--- config.mk ---
export PLATFORM = sky130hd
export DESIGN_NAME = dls_sequencer
export DESIGN_NICKNAME = d
export VERILOG_FILES = /design/src/dls_pkg.sv /design/src/dls_sequencer.sv /design/src/dls_channel.sv /design/src/dls_sync.sv
export SDC_FILE = /design/constraint.sdc
export NUM_CORES = 2
export LEC_CHECK = 0
export ABC_AREA = 1
export BUFFER_PORTS_ARGS = -buffer_cell sky130_fd_sc_hd__buf_2
export CAP_MARGIN = 30
export CORE_AREA = 8 8 370 372
export CTS_CLUSTER_DIAMETER = 30
export DETAILED_ROUTE_END_ITERATION = 16
export DIE_AREA = 0 0 378 380
export HOLD_SLACK_MARGIN = 0.12
export SKIP_CTS_REPAIR_TIMING = 1
export SLEW_MARGIN = 20
export SYNTH_ARGS = -nofsm -noshare
export SYNTH_HDL_FRONTEND = slang
export SYNTH_SLANG_ARGS = --single-unit
--- constraint.sdc ---
create_clock -name clk_sys -period 3.15 [get_ports clk_sys]
set_input_delay 0.63 -clock clk_sys [delete_from_list [all_inputs] [get_ports clk_sys]]
set_output_delay 0.63 -clock clk_sys [all_outputs]
set_load 0.02 [all_outputs]
--- src/dls_pkg.sv ---
// Package for the dual-loop supply sequencer: commands, timing, states.
// Assumes the 50 MHz system clock of the sequencer.
package dls_pkg;
    localparam int CHANNELS        = 12;
    localparam int CLK_HZ          = 50000000;
    // Delay and limit fields count 200 us ticks; 0000h disables a limit.
    localparam int TICK_US         = 200;
    localparam int TICK_CYC        = CLK_HZ / 1000000 * TICK_US;
    localparam int WDOG_REFRESH_MS = 5;
    localparam int WDOG_LIMIT_MS   = 210;
    localparam int WDOG_REFRESH_CYC = CLK_HZ / 1000 * WDOG_REFRESH_MS;
    localparam int WDOG_LIMIT_CYC  = CLK_HZ / 1000 * WDOG_LIMIT_MS;
    localparam int TIME_W          = 16;
    localparam logic [TIME_W-1:0] LIMIT_OFF = 16'h0000;
    localparam logic [7:0] PAGE_ALL     = 8'hff;
    localparam logic [7:0] OP_ON_BOTH   = 8'h80;
    localparam logic [7:0] OP_ON_A      = 8'h81;
    localparam logic [7:0] OP_ON_B      = 8'h82;
    localparam logic [7:0] OP_SOFT_BOTH = 8'h40;
    localparam logic [7:0] OP_SOFT_A    = 8'h41;
    localparam logic [7:0] OP_SOFT_B    = 8'h42;
    localparam logic [7:0] OP_IMM_BOTH  = 8'h00;
    localparam logic [7:0] OP_IMM_A     = 8'h01;
    localparam logic [7:0] OP_IMM_B     = 8'h02;
    localparam logic [1:0] SRC_PIN      = 2'h1;
    localparam logic [1:0] SRC_CMD      = 2'h2;
    localparam logic [1:0] SRC_BOTH     = 2'h3;
    localparam logic [3:0] SIG_NONE     = 4'h0;
    typedef enum logic [2:0] {
        CH_OFF, CH_WAIT_EVT, CH_DELAY_ON, CH_RAMP, CH_ON, CH_DELAY_OFF, CH_FAULT
    } dls_ch_state_t;
endpackage : dls_pkg

--- src/dls_sequencer.sv ---
// Dual-loop supply sequencer top: groups, commands, shutdown lines, watchdog.
// Assumes configuration is held stable by the owner of the settings.
//
// How it works
// - Each channel joins group A or B.
// - Start input 0 drives A, 1 drives B.
// - Page-all commands switch group sets on/off.
// - On/off source: pins, commands, or both.
// - Power-up, pins, command, logic start.
// - Enable after on-delay, polarity per channel.
// - Time-based or event-based start per channel.
// - Power-good late beyond limit flags fault.
// - Event wait bounded; zero limit disables.
// - Sense input n supervises enable n.
// - No enable while enabled faults present.
// - Off by off-delays or all at once.
// - Inactive start, off command, shutdown line.
// - Logic and signature never turn off.
// - Faults drive shutdown lines; listeners shut down.
// - Lines 1, 2 borrow margin 7, enable 10.
// - Channel emits signature on power-good.
// - Channels may wait for matching signature.
// - Watchdog refresh 5 ms, reset at 210 ms.
// - Watchdog reset sets status flags, alert.
// - Bad memory check: stay off, assert line 0.
// - Single-page command acts on one channel.
// - Immediate off ignores off-delay.
`timescale 1ns/100ps
`default_nettype none
module dls_sequencer #(
    parameter int CH           = dls_pkg::CHANNELS,
    parameter int WDOG_LIMIT   = dls_pkg::WDOG_LIMIT_CYC,
    parameter int WDOG_REFRESH = dls_pkg::WDOG_REFRESH_CYC
) (
    input  wire logic                          clk_sys,
    input  wire logic                          rst_n,
    input  wire logic                          clkEn,
    input  wire logic [1:0]                    startInputs,
    input  wire logic [1:0]                    startSource,
    input  wire logic                          immOffCfg,
    input  wire logic                          opValid,
    input  wire logic [7:0]                    opCode,
    input  wire logic [7:0]                    opPage,
    input  wire logic [CH-1:0]                 groupSelect,
    input  wire logic [CH-1:0]                 eventMode,
    input  wire logic [CH*4-1:0]               eventSource,
    input  wire logic [CH-1:0]                 sigWait,
    input  wire logic [CH*4-1:0]               sigMatch,
    input  wire logic [CH*4-1:0]               sigEmit,
    input  wire logic [CH-1:0]                 enablePolarity,
    input  wire logic [CH*dls_pkg::TIME_W-1:0] onDelay,
    input  wire logic [CH*dls_pkg::TIME_W-1:0] offDelay,
    input  wire logic [CH*dls_pkg::TIME_W-1:0] rampLimit,
    input  wire logic [dls_pkg::TIME_W-1:0]    eventLimit,
    input  wire logic                          logicStart,
    input  wire logic [CH-1:0]                 remoteSenseGood,
    input  wire logic [CH-1:0]                 channelFault,
    input  wire logic [CH*3-1:0]               faultToLine,
    input  wire logic [CH*3-1:0]               lineListen,
    input  wire logic [1:0]                    lineExtraEn,
    input  wire logic [2:0]                    shutdownLineIn,
    input  wire logic                          signatureLineIn,
    input  wire logic [3:0]                    signatureRx,
    input  wire logic                          signatureRxValid,
    input  wire logic                          memCheckDone,
    input  wire logic                          memCheckFail,
    input  wire logic                          wdogKick,
    input  wire logic                          alertEnable,
    input  wire logic                          statusClear,
    output logic      [CH-1:0]                 supplyEnableOutput,
    output logic      [CH-1:0]                 supplyEnableOe,
    output logic                               marginPulse7Oe,
    output logic      [2:0]                    shutdownLineOut,
    output logic      [2:0]                    shutdownLineOe,
    output logic                               signatureEmitReq,
    output logic      [3:0]                    signatureEmitCode,
    output logic      [CH-1:0]                 timeFaultFlag,
    output logic                               statusMfrFlag,
    output logic                               watchdogFlag,
    output logic                               alertOut,
    output logic                               wdogResetReq
);
    import dls_pkg::*;

    initial begin
        if (CH < 11 || CH > 16) $error("CH must be 11..16");
        if (WDOG_REFRESH >= WDOG_LIMIT) $error("refresh not below limit");
    end

    localparam int TICK_W = $clog2(TICK_CYC + 1);
    localparam int WD_W   = $clog2(WDOG_LIMIT + 1);
    localparam int SUPPLY_10 = 10;

    logic [1:0]    startSync;
    logic [2:0]    lineSync;
    logic          sigLineSync;
    logic [1:0]    startPrev_ff;
    logic          powerUp_ff;
    logic [TICK_W-1:0] tick_ff;
    logic          tick;
    logic [CH-1:0] enRaw, tFault, pgPrev_ff;
    logic [2:0]    lineAsserted;
    logic          nvBad_ff;
    logic [WD_W-1:0] wdCnt_ff;

    dls_sync #(.W(6)) uSync (
        .clk_sys (clk_sys),
        .rst_n   (rst_n),
        .clkEn   (clkEn),
        .din     ({startInputs, shutdownLineIn, signatureLineIn}),
        .dout    ({startSync, lineSync, sigLineSync})
    );

    always_ff @(posedge clk_sys or negedge rst_n) begin
        if (!rst_n) begin
            tick_ff <= '0;
        end else if (clkEn) begin
            tick_ff <= (tick_ff == TICK_W'(TICK_CYC - 1)) ? '0 : tick_ff + 1'b1;
        end
    end
    assign tick = (tick_ff == TICK_W'(TICK_CYC - 1));

    always_ff @(posedge clk_sys or negedge rst_n) begin
        if (!rst_n) begin
            startPrev_ff <= '0;
            powerUp_ff   <= 1'b1;
            nvBad_ff     <= 1'b0;
        end else if (clkEn) begin
            startPrev_ff <= startSync;
            if (memCheckDone) begin
                powerUp_ff <= 1'b0;
                nvBad_ff   <= memCheckFail;
            end
        end
    end

    logic       pinEn, cmdEn, allPage;
    logic [1:0] grpOn, grpSoft, grpImm, pinRise, pinFall;
    always_comb begin
        pinEn   = (startSource == SRC_PIN) || (startSource == SRC_BOTH);
        cmdEn   = (startSource == SRC_CMD) || (startSource == SRC_BOTH);
        allPage = (opPage == PAGE_ALL);
        pinRise = startSync & ~startPrev_ff;
        pinFall = ~startSync & startPrev_ff;
        grpOn   = pinEn ? pinRise : 2'b00;
        grpSoft = (pinEn && !immOffCfg) ? pinFall : 2'b00;
        grpImm  = (pinEn && immOffCfg) ? pinFall : 2'b00;
        if (opValid && cmdEn && allPage) begin
            case (opCode)
                OP_ON_BOTH:   grpOn   = 2'b11;
                OP_ON_A:      grpOn   = grpOn | 2'b01;
                OP_ON_B:      grpOn   = grpOn | 2'b10;
                OP_SOFT_BOTH: grpSoft = 2'b11;
                OP_SOFT_A:    grpSoft = grpSoft | 2'b01;
                OP_SOFT_B:    grpSoft = grpSoft | 2'b10;
                OP_IMM_BOTH:  grpImm  = 2'b11;
                OP_IMM_A:     grpImm  = grpImm | 2'b01;
                OP_IMM_B:     grpImm  = grpImm | 2'b10;
                default:      grpOn   = grpOn;
            endcase
        end
        if (immOffCfg) begin
            grpImm  = grpImm | grpSoft;
            grpSoft = 2'b00;
        end
    end

    assign lineAsserted = lineSync & {lineExtraEn, 1'b1};

    genvar i;
    generate
        for (i = 0; i < CH; i++) begin : gCh
            logic       grp, pageHit, chOn, chSoft, chImm, evtHit, fBlk;
            logic [3:0] evSrc;
            assign grp     = groupSelect[i];
            assign pageHit = opValid && cmdEn && (opPage == 8'(i));
            assign evSrc   = eventSource[i*4 +: 4];
            assign evtHit  = sigWait[i]
                ? (signatureRxValid && signatureRx == sigMatch[i*4 +: 4])
                : remoteSenseGood[evSrc];
            assign fBlk    = channelFault[i] || nvBad_ff;
            assign chOn    = !nvBad_ff && (grpOn[grp] || powerUp_ff && memCheckDone
                           && !memCheckFail || logicStart
                           || pageHit && opCode == OP_ON_BOTH);
            assign chSoft  = grpSoft[grp] || pageHit && opCode == OP_SOFT_BOTH
                           || |(lineAsserted & lineListen[i*3 +: 3]);
            assign chImm   = grpImm[grp] || pageHit && opCode == OP_IMM_BOTH
                           || nvBad_ff;
            dls_channel uCh (
                .clk_sys    (clk_sys),
                .rst_n      (rst_n),
                .clkEn      (clkEn),
                .tick       (tick),
                .goOn       (chOn),
                .goSoftOff  (chSoft),
                .goImmOff   (chImm),
                .eventMode  (eventMode[i] || sigWait[i]),
                .eventHit   (evtHit),
                .faultBlock (fBlk),
                .powerGood  (remoteSenseGood[i]),
                .onDelay    (onDelay[i*TIME_W +: TIME_W]),
                .offDelay   (offDelay[i*TIME_W +: TIME_W]),
                .rampLimit  (rampLimit[i*TIME_W +: TIME_W]),
                .eventLimit (eventLimit),
                .enable     (enRaw[i]),
                .timeFault  (tFault[i])
            );
        end
    endgenerate

    always_ff @(posedge clk_sys or negedge rst_n) begin
        if (!rst_n) begin
            supplyEnableOutput <= '0;
            supplyEnableOe     <= '0;
            marginPulse7Oe     <= 1'b0;
        end else if (clkEn) begin
            supplyEnableOutput <= enRaw ~^ enablePolarity;
            supplyEnableOe     <= {CH{~nvBad_ff}};
            supplyEnableOe[SUPPLY_10] <= ~nvBad_ff & ~lineExtraEn[1];
            marginPulse7Oe     <= ~nvBad_ff & ~lineExtraEn[0];
        end
    end

    // Shutdown lines are open-drain, active low: drive low, else release.
    logic [2:0] lineReq;
    always_comb begin
        lineReq = {2'b00, nvBad_ff};
        for (int k = 0; k < CH; k++) begin
            if (channelFault[k] || tFault[k]) begin
                lineReq = lineReq | faultToLine[k*3 +: 3];
            end
        end
    end
    always_ff @(posedge clk_sys or negedge rst_n) begin
        if (!rst_n) begin
            shutdownLineOut <= '0;
            shutdownLineOe  <= '0;
            timeFaultFlag   <= '0;
        end else if (clkEn) begin
            shutdownLineOut <= '0;
            shutdownLineOe  <= lineReq & {lineExtraEn, 1'b1};
            // The set wins over a clear arriving in the same cycle.
            timeFaultFlag   <= (statusClear ? '0 : timeFaultFlag) | tFault;
        end
    end

    // Signature emission on a rising power-good; spacing is the system's task.
    always_ff @(posedge clk_sys or negedge rst_n) begin
        if (!rst_n) begin
            pgPrev_ff         <= '0;
            signatureEmitReq  <= 1'b0;
            signatureEmitCode <= SIG_NONE;
        end else if (clkEn) begin
            pgPrev_ff        <= remoteSenseGood & enRaw;
            signatureEmitReq <= 1'b0;
            for (int k = 0; k < CH; k++) begin
                if (enRaw[k] && remoteSenseGood[k] && !pgPrev_ff[k]
                    && sigEmit[k*4 +: 4] != SIG_NONE) begin
                    signatureEmitReq  <= 1'b1;
                    signatureEmitCode <= sigEmit[k*4 +: 4];
                end
            end
        end
    end

    always_ff @(posedge clk_sys or negedge rst_n) begin
        if (!rst_n) begin
            wdCnt_ff     <= '0;
            wdogResetReq <= 1'b0;
        end else if (clkEn) begin
            wdogResetReq <= 1'b0;
            if (wdogKick) begin
                wdCnt_ff <= '0;
            end else if (wdCnt_ff == WD_W'(WDOG_LIMIT - 1)) begin
                wdCnt_ff     <= '0;
                wdogResetReq <= 1'b1;
            end else begin
                wdCnt_ff <= wdCnt_ff + 1'b1;
            end
        end
    end

    // Flags survive the reload request; they live outside the reloaded state.
    always_ff @(posedge clk_sys or negedge rst_n) begin
        if (!rst_n) begin
            statusMfrFlag <= 1'b0;
            watchdogFlag  <= 1'b0;
            alertOut      <= 1'b0;
        end else if (clkEn) begin
            if (wdogResetReq) begin
                statusMfrFlag <= 1'b1;
                watchdogFlag  <= 1'b1;
                alertOut      <= alertEnable;
            end else if (statusClear) begin
                statusMfrFlag <= 1'b0;
                watchdogFlag  <= 1'b0;
                alertOut      <= 1'b0;
            end
        end
    end
endmodule : dls_sequencer
`default_nettype wire

--- src/dls_channel.sv ---
// One sequencing channel: on/off delays, event wait and power-up limit.
// Assumes tick is a one-cycle pulse every 200 us and inputs are synchronous.
`timescale 1ns/100ps
`default_nettype none
module dls_channel
    import dls_pkg::*;
(
    input  wire logic              clk_sys,
    input  wire logic              rst_n,
    input  wire logic              clkEn,
    input  wire logic              tick,
    input  wire logic              goOn,
    input  wire logic              goSoftOff,
    input  wire logic              goImmOff,
    input  wire logic              eventMode,
    input  wire logic              eventHit,
    input  wire logic              faultBlock,
    input  wire logic              powerGood,
    input  wire logic [TIME_W-1:0] onDelay,
    input  wire logic [TIME_W-1:0] offDelay,
    input  wire logic [TIME_W-1:0] rampLimit,
    input  wire logic [TIME_W-1:0] eventLimit,
    output logic                   enable,
    output logic                   timeFault
);
    dls_ch_state_t     state_ff;
    logic [TIME_W-1:0] cnt_ff, lim_ff;

    always_ff @(posedge clk_sys or negedge rst_n) begin
        if (!rst_n) begin
            state_ff  <= CH_OFF;
            cnt_ff    <= '0;
            lim_ff    <= '0;
            timeFault <= 1'b0;
        end else if (clkEn) begin
            timeFault <= 1'b0;
            if (tick && cnt_ff != '0) begin
                cnt_ff <= cnt_ff - 1'b1;
            end
            if (tick && lim_ff != '0) begin
                lim_ff <= lim_ff - 1'b1;
            end
            if (goImmOff) begin
                state_ff <= CH_OFF;
            end else if (goSoftOff && state_ff != CH_OFF && state_ff != CH_DELAY_OFF) begin
                state_ff <= CH_DELAY_OFF;
                cnt_ff   <= offDelay;
            end else begin
                case (state_ff)
                    CH_OFF: begin
                        if (goOn) begin
                            state_ff <= eventMode ? CH_WAIT_EVT : CH_DELAY_ON;
                            cnt_ff   <= onDelay;
                            lim_ff   <= eventLimit;
                        end
                    end
                    CH_WAIT_EVT: begin
                        if (eventHit) begin
                            state_ff <= CH_DELAY_ON;
                            cnt_ff   <= onDelay;
                        end else if (eventLimit != LIMIT_OFF && lim_ff == '0) begin
                            state_ff  <= CH_FAULT;
                            timeFault <= 1'b1;
                        end
                    end
                    CH_DELAY_ON: begin
                        if (cnt_ff == '0 && !faultBlock) begin
                            state_ff <= CH_RAMP;
                            lim_ff   <= rampLimit;
                        end
                    end
                    CH_RAMP: begin
                        if (powerGood) begin
                            state_ff <= CH_ON;
                        end else if (rampLimit != LIMIT_OFF && lim_ff == '0) begin
                            state_ff  <= CH_FAULT;
                            timeFault <= 1'b1;
                        end
                    end
                    CH_ON: ;
                    CH_DELAY_OFF: begin
                        if (cnt_ff == '0) begin
                            state_ff <= CH_OFF;
                        end
                    end
                    CH_FAULT: ; // Latched off until an off command moves it out of CH_FAULT.
                    default: state_ff <= CH_OFF;
                endcase
            end
        end
    end

    always_ff @(posedge clk_sys or negedge rst_n) begin
        if (!rst_n) begin
            enable <= 1'b0;
        end else if (clkEn) begin
            enable <= (state_ff == CH_RAMP) || (state_ff == CH_ON)
                   || (state_ff == CH_DELAY_OFF && cnt_ff != '0);
        end
    end
endmodule : dls_channel
`default_nettype wire

--- src/dls_sync.sv ---
// Two-flop synchroniser for a bus of pin inputs.
// Assumes asynchronous inputs; the first stage feeds only the second.
`timescale 1ns/100ps
`default_nettype none
module dls_sync #(
    parameter int W = 1
) (
    input  wire logic         clk_sys,
    input  wire logic         rst_n,
    input  wire logic         clkEn,
    input  wire logic [W-1:0] din,
    output logic      [W-1:0] dout
);
    logic [W-1:0] meta_ff;
    always_ff @(posedge clk_sys or negedge rst_n) begin
        if (!rst_n) begin
            meta_ff <= '0;
            dout    <= '0;
        end else if (clkEn) begin
            meta_ff <= din;
            dout    <= meta_ff;
        end
    end
endmodule : dls_sync
`default_nettype wire

==> summary.txt <==
Clock tree
  • Skew-Pair Late Insertion Delay: 810 ps
  • Number of clock sinks: 546
  • Clock transition at path regs: 40 ps
  • Maximum level of the CTS H-tree: 4
  • Longest Clk Path Bufs: 3
  • CTS tree: built
  • CTS buffer count: 187
  • Root buf cell: clkbuf_16

Timing
  • RSZ-0062 raised after global routing: no
  • Fin. max-slew vios: 0
  • Least-Margin Pin Slew: 844 ps
  • Tmin final: 2890 ps
  • Final period util: 0.917
  • Setup TNS Final: 0 ps
  • Fmax achieved: 0.346 GHz
  • Clock skew: 52.9 ps
  • Setup violators final: 0
  • Slew margin rel.: 0.436
  • Hold Violations, Final: 0

Routing
  • Post-route ant nets: 0
  • DR iter-0 viols: 7,194
  • DRC Markers: 0
  • 1st-pass router iterations: 8
  • Via density: 5.55
  • WL/cell: 22.5 microns
  • DR vias: 68,500
  • Final wirelength: 278,000 microns

GRT
  • Pin count of the biggest net entering global routing: 117
  • First-pass GRT wire length: 406,000 microns
  • Gr ovfl total: 0
  • Vias in the first global route: 64,800
  • Overall routing resource usage: 0.368
  • Initial antenna violation count: 101

Cells and area
  • Nets: 11,300
  • Design Area, Final: 70,400 sq um
  • Layout cells sized above 1: 0.184
  • FILL cells: 13,700
  • Area grow syn2layout: 29.1%

Placed design
  • GP Congestion: 1.04
  • Placed cell areas: 63,300 sq um
  • Port Buffers: 969
  • DP HPWL: 222,000 microns

Yosys
  • Cell variety after synth: 72
  • Compound-cell area share of the yosys netlist: 0.179
  • Post-Syn Area: 54,500 sq um
  • Syn Area/Cell: 5.93 sq um
  • Post-synthesis mux area share: 0.000551
  • Seq/Total Area, Yosys: 0.251
  • Largest family of logic cells by synthesized area: simple AND/OR/NAND/NOR gates
  • Mapped Cells: 9,197
  • Adder-Cell Fraction of Synth Area: 0.00872
  • Post-synthesis xor/xnor area fraction: 0.0490
  • Simple-Gate Fraction of Synth Area: 0.398
  • Post-synth EDFFs: 0
  • Synth warnings: 0
  • Ys async rst share: 1.00
  • Dominant synthesized flop cell: dfrtp_1
  • Yosys reg bits: 546

Floorplan
  • Die extent in x: 378 microns
  • Placeable Area: 131,000 sq um
  • Io pins: 974
  • Die height: 380 microns
  • Site Rows: 133
  • Die area: 144,000 sq um
  • Initial Util: 0.417

Worst setup path
  • Arr. time, crit path: 3560 ps
  • Crit-path cells: inv_1 > ha_1 > nand2_1 > inv_1 > nand2_1 > nor2_1 > nand4_1 > inv_1 > nand3_1 > buf_4 > o21ai_0 > a21oi_1 > o21ai_0 > a21oi_1
  • Crit-path most repeated cell: inv_1
  • Critical path peak fanout: 32
  • Worst EP required: 3830 ps
  • Crit-path max cell delay: 440 ps
  • Worst path top cell family by delay: simple AND/OR/NAND/NOR gates
  • Crit path launch type: flop
  • Worst Setup End Kind: flop
  • CP Class: reg2reg
  • Bufs and invs on worst path: 4
  • Slowest stage cell on the critical path: dfrtp_1
  • Reg-to-reg slack, setup: 260 ps

Power and ir drop
  • VDD IR max: 0.462 mV
  • P_leak: 34.8 nW
  • PD cells: 868 nW/um^2

Hold path
  • Hold Path Class: in2reg

Job
  • Max-cap violations: 0

Outcome
  • Status: finished, final reports clean
-- through the flow --
stage / worst slack [ps] / util / std cells / hold slack (ps) / power, W
floorplan: 855 / - / 9199 / 334 / 0.0316
CTS: 346 / 0.536 / 12300 / -239 / 0.0607
global placement: -70.4 / 0.484 / 11900 / 458 / 0.0400
detailed placement: 23.4 / 0.484 / 11900 / 461 / 0.0404
finish: 262 / 0.538 / 12300 / 120 / 0.0611
global route: 37.1 / 0.538 / 12300 / 123 / 0.0653
-- routing by layer --
| metal | up-vias | wire length [microns] | share of wire | track usage |
|---|---|---|---|---|
| li1 | 32500 | - | - | - |
| met1 | 31900 | 111000 | 0.40 | 0.463 |
| met2 | 3332 | 123000 | 0.44 | 0.573 |
| met3 | 755 | 27800 | 0.10 | 0.0928 |
| met4 | 30 | 17000 | 0.061 | 0.203 |
| met5 | - | 206 | 0.00074 | 0 |
-- cells in the mapped netlist, types with 41 or more instances --
cell,count,area (sq um)
o21ai_0,646,3230
o21bai_1,41,308
nor2_1,1305,4900
clkbuf_1,162,608
dfrtp_1,545,13600
nand4_1,181,1130
a31oi_1,43,269
inv_1,1090,4090
xnor2_1,61,534
or2_2,51,319
a21oi_1,758,3790
o22ai_1,54,338
nor3_1,192,961
xor2_1,244,2140
nand2_1,2320,8710
buf_2,117,586
buf_4,48,360
nand3_1,658,3290
nor4_1,94,588
o21ai_1,44,220
o211ai_1,78,586
-- state kept, by name, indices dropped and copies added (netlist names), 2 cells and up --
register            cells
gCh.uCh.enable         12
uSync.meta_ff           5
startPrev_ff            2
timeFaultFlag          12
shutdownLineOe          3
supplyEnableOe          2
gCh.uCh.cnt_ff        192
gCh.uCh.timeFault      12
signatureEmitCode       4
pgPrev_ff              12
tick_ff                14
gCh.uCh.state_ff       36
uSync.dout              5
gCh.uCh.lim_ff        192
wdCnt_ff               24
supplyEnableOutput     12
-- logic make-up (layout without fill, tap and decap cells) --
group                      Yosys count  after routing
AOI/OAI and AO/OA                 1786           1786
xor gates and xnor gates           305            305
adders and majority gates           38             38
buffers and inverters             1522           2862
DFF                                546            546
muxes                                3              3
other                                1             54
and+or+nand+nor                   4996           4996
-- report_power, final --
part           total [W]  internal [W]  switching (W)
logic             0.0272       0.00986         0.0174
clock network     0.0200        0.0142        0.00580
registers         0.0139       0.00994        0.00393
-- cell type report --
cell class                 count  area [sq um]  share of cell area
clock inverter                82          1380              0.0196
tap                         1755          2200              0.0312
sequential                   546         13700               0.194
clock buffer                 265          5440              0.0773
inverter                    1148          4330              0.0615
timing repair buffer        1367          8620               0.123
antenna                       51           128             0.00181
multi-input combinational   7131         34600               0.492
-- cell usage in the layout (no fill, tap or decap), types with 39 or more instances in the layout --
master	instances
xnor2_1	61
nor4_1	94
buf_12	59
nor2_1	1304
xor2_1	244
a31oi_1	43
nand3_1	658
nand2_1	2319
inv_1	1090
or2_2	51
clkbuf_8	47
buf_4	324
o211ai_1	78
dfrtp_1	544
inv_2	39
a21oi_1	758
o22ai_1	54
o21ai_1	44
o21ai_0	646
clkinv_2	39
diode_2	51
nand4_1	181
nand3_2	40
o21bai_1	41
clkbuf_16	187
nor3_1	191
buf_2	967
-- final timing paths --
path                                                  startpoint                               end  depth (start not counted)
min in group asynchronous                                  rst_n  gCh[9].uCh.cnt_ff[5]$_DFFE_PN0P_                          2
worst max-delay path            gCh[8].uCh.cnt_ff[0]$_DFFE_PN0P_  gCh[8].uCh.lim_ff[7]$_DFFE_PN0P_                         14
worst min register to register         uSync.dout[2]$_DFFE_PN0P_         uSync.dout[2]$_DFFE_PN0P_                          2
max in group asynchronous                                  rst_n  gCh[6].uCh.cnt_ff[2]$_DFFE_PN0P_                          4
worst max register to register  gCh[8].uCh.cnt_ff[0]$_DFFE_PN0P_  gCh[8].uCh.lim_ff[7]$_DFFE_PN0P_                         14
worst min-delay path                             faultToLine[18]     shutdownLineOe[0]$_DFFE_PN0P_                          3
-- worst min-delay path: cells and delay by family --
family | cells | cell delay, ps
AOI/OAI and AO/OA | 1 | 80
buffers and inverters | 1 | 90
and+or+nand+nor | 1 | 80
No activity file was read; power rests on OpenSTA's default activity.
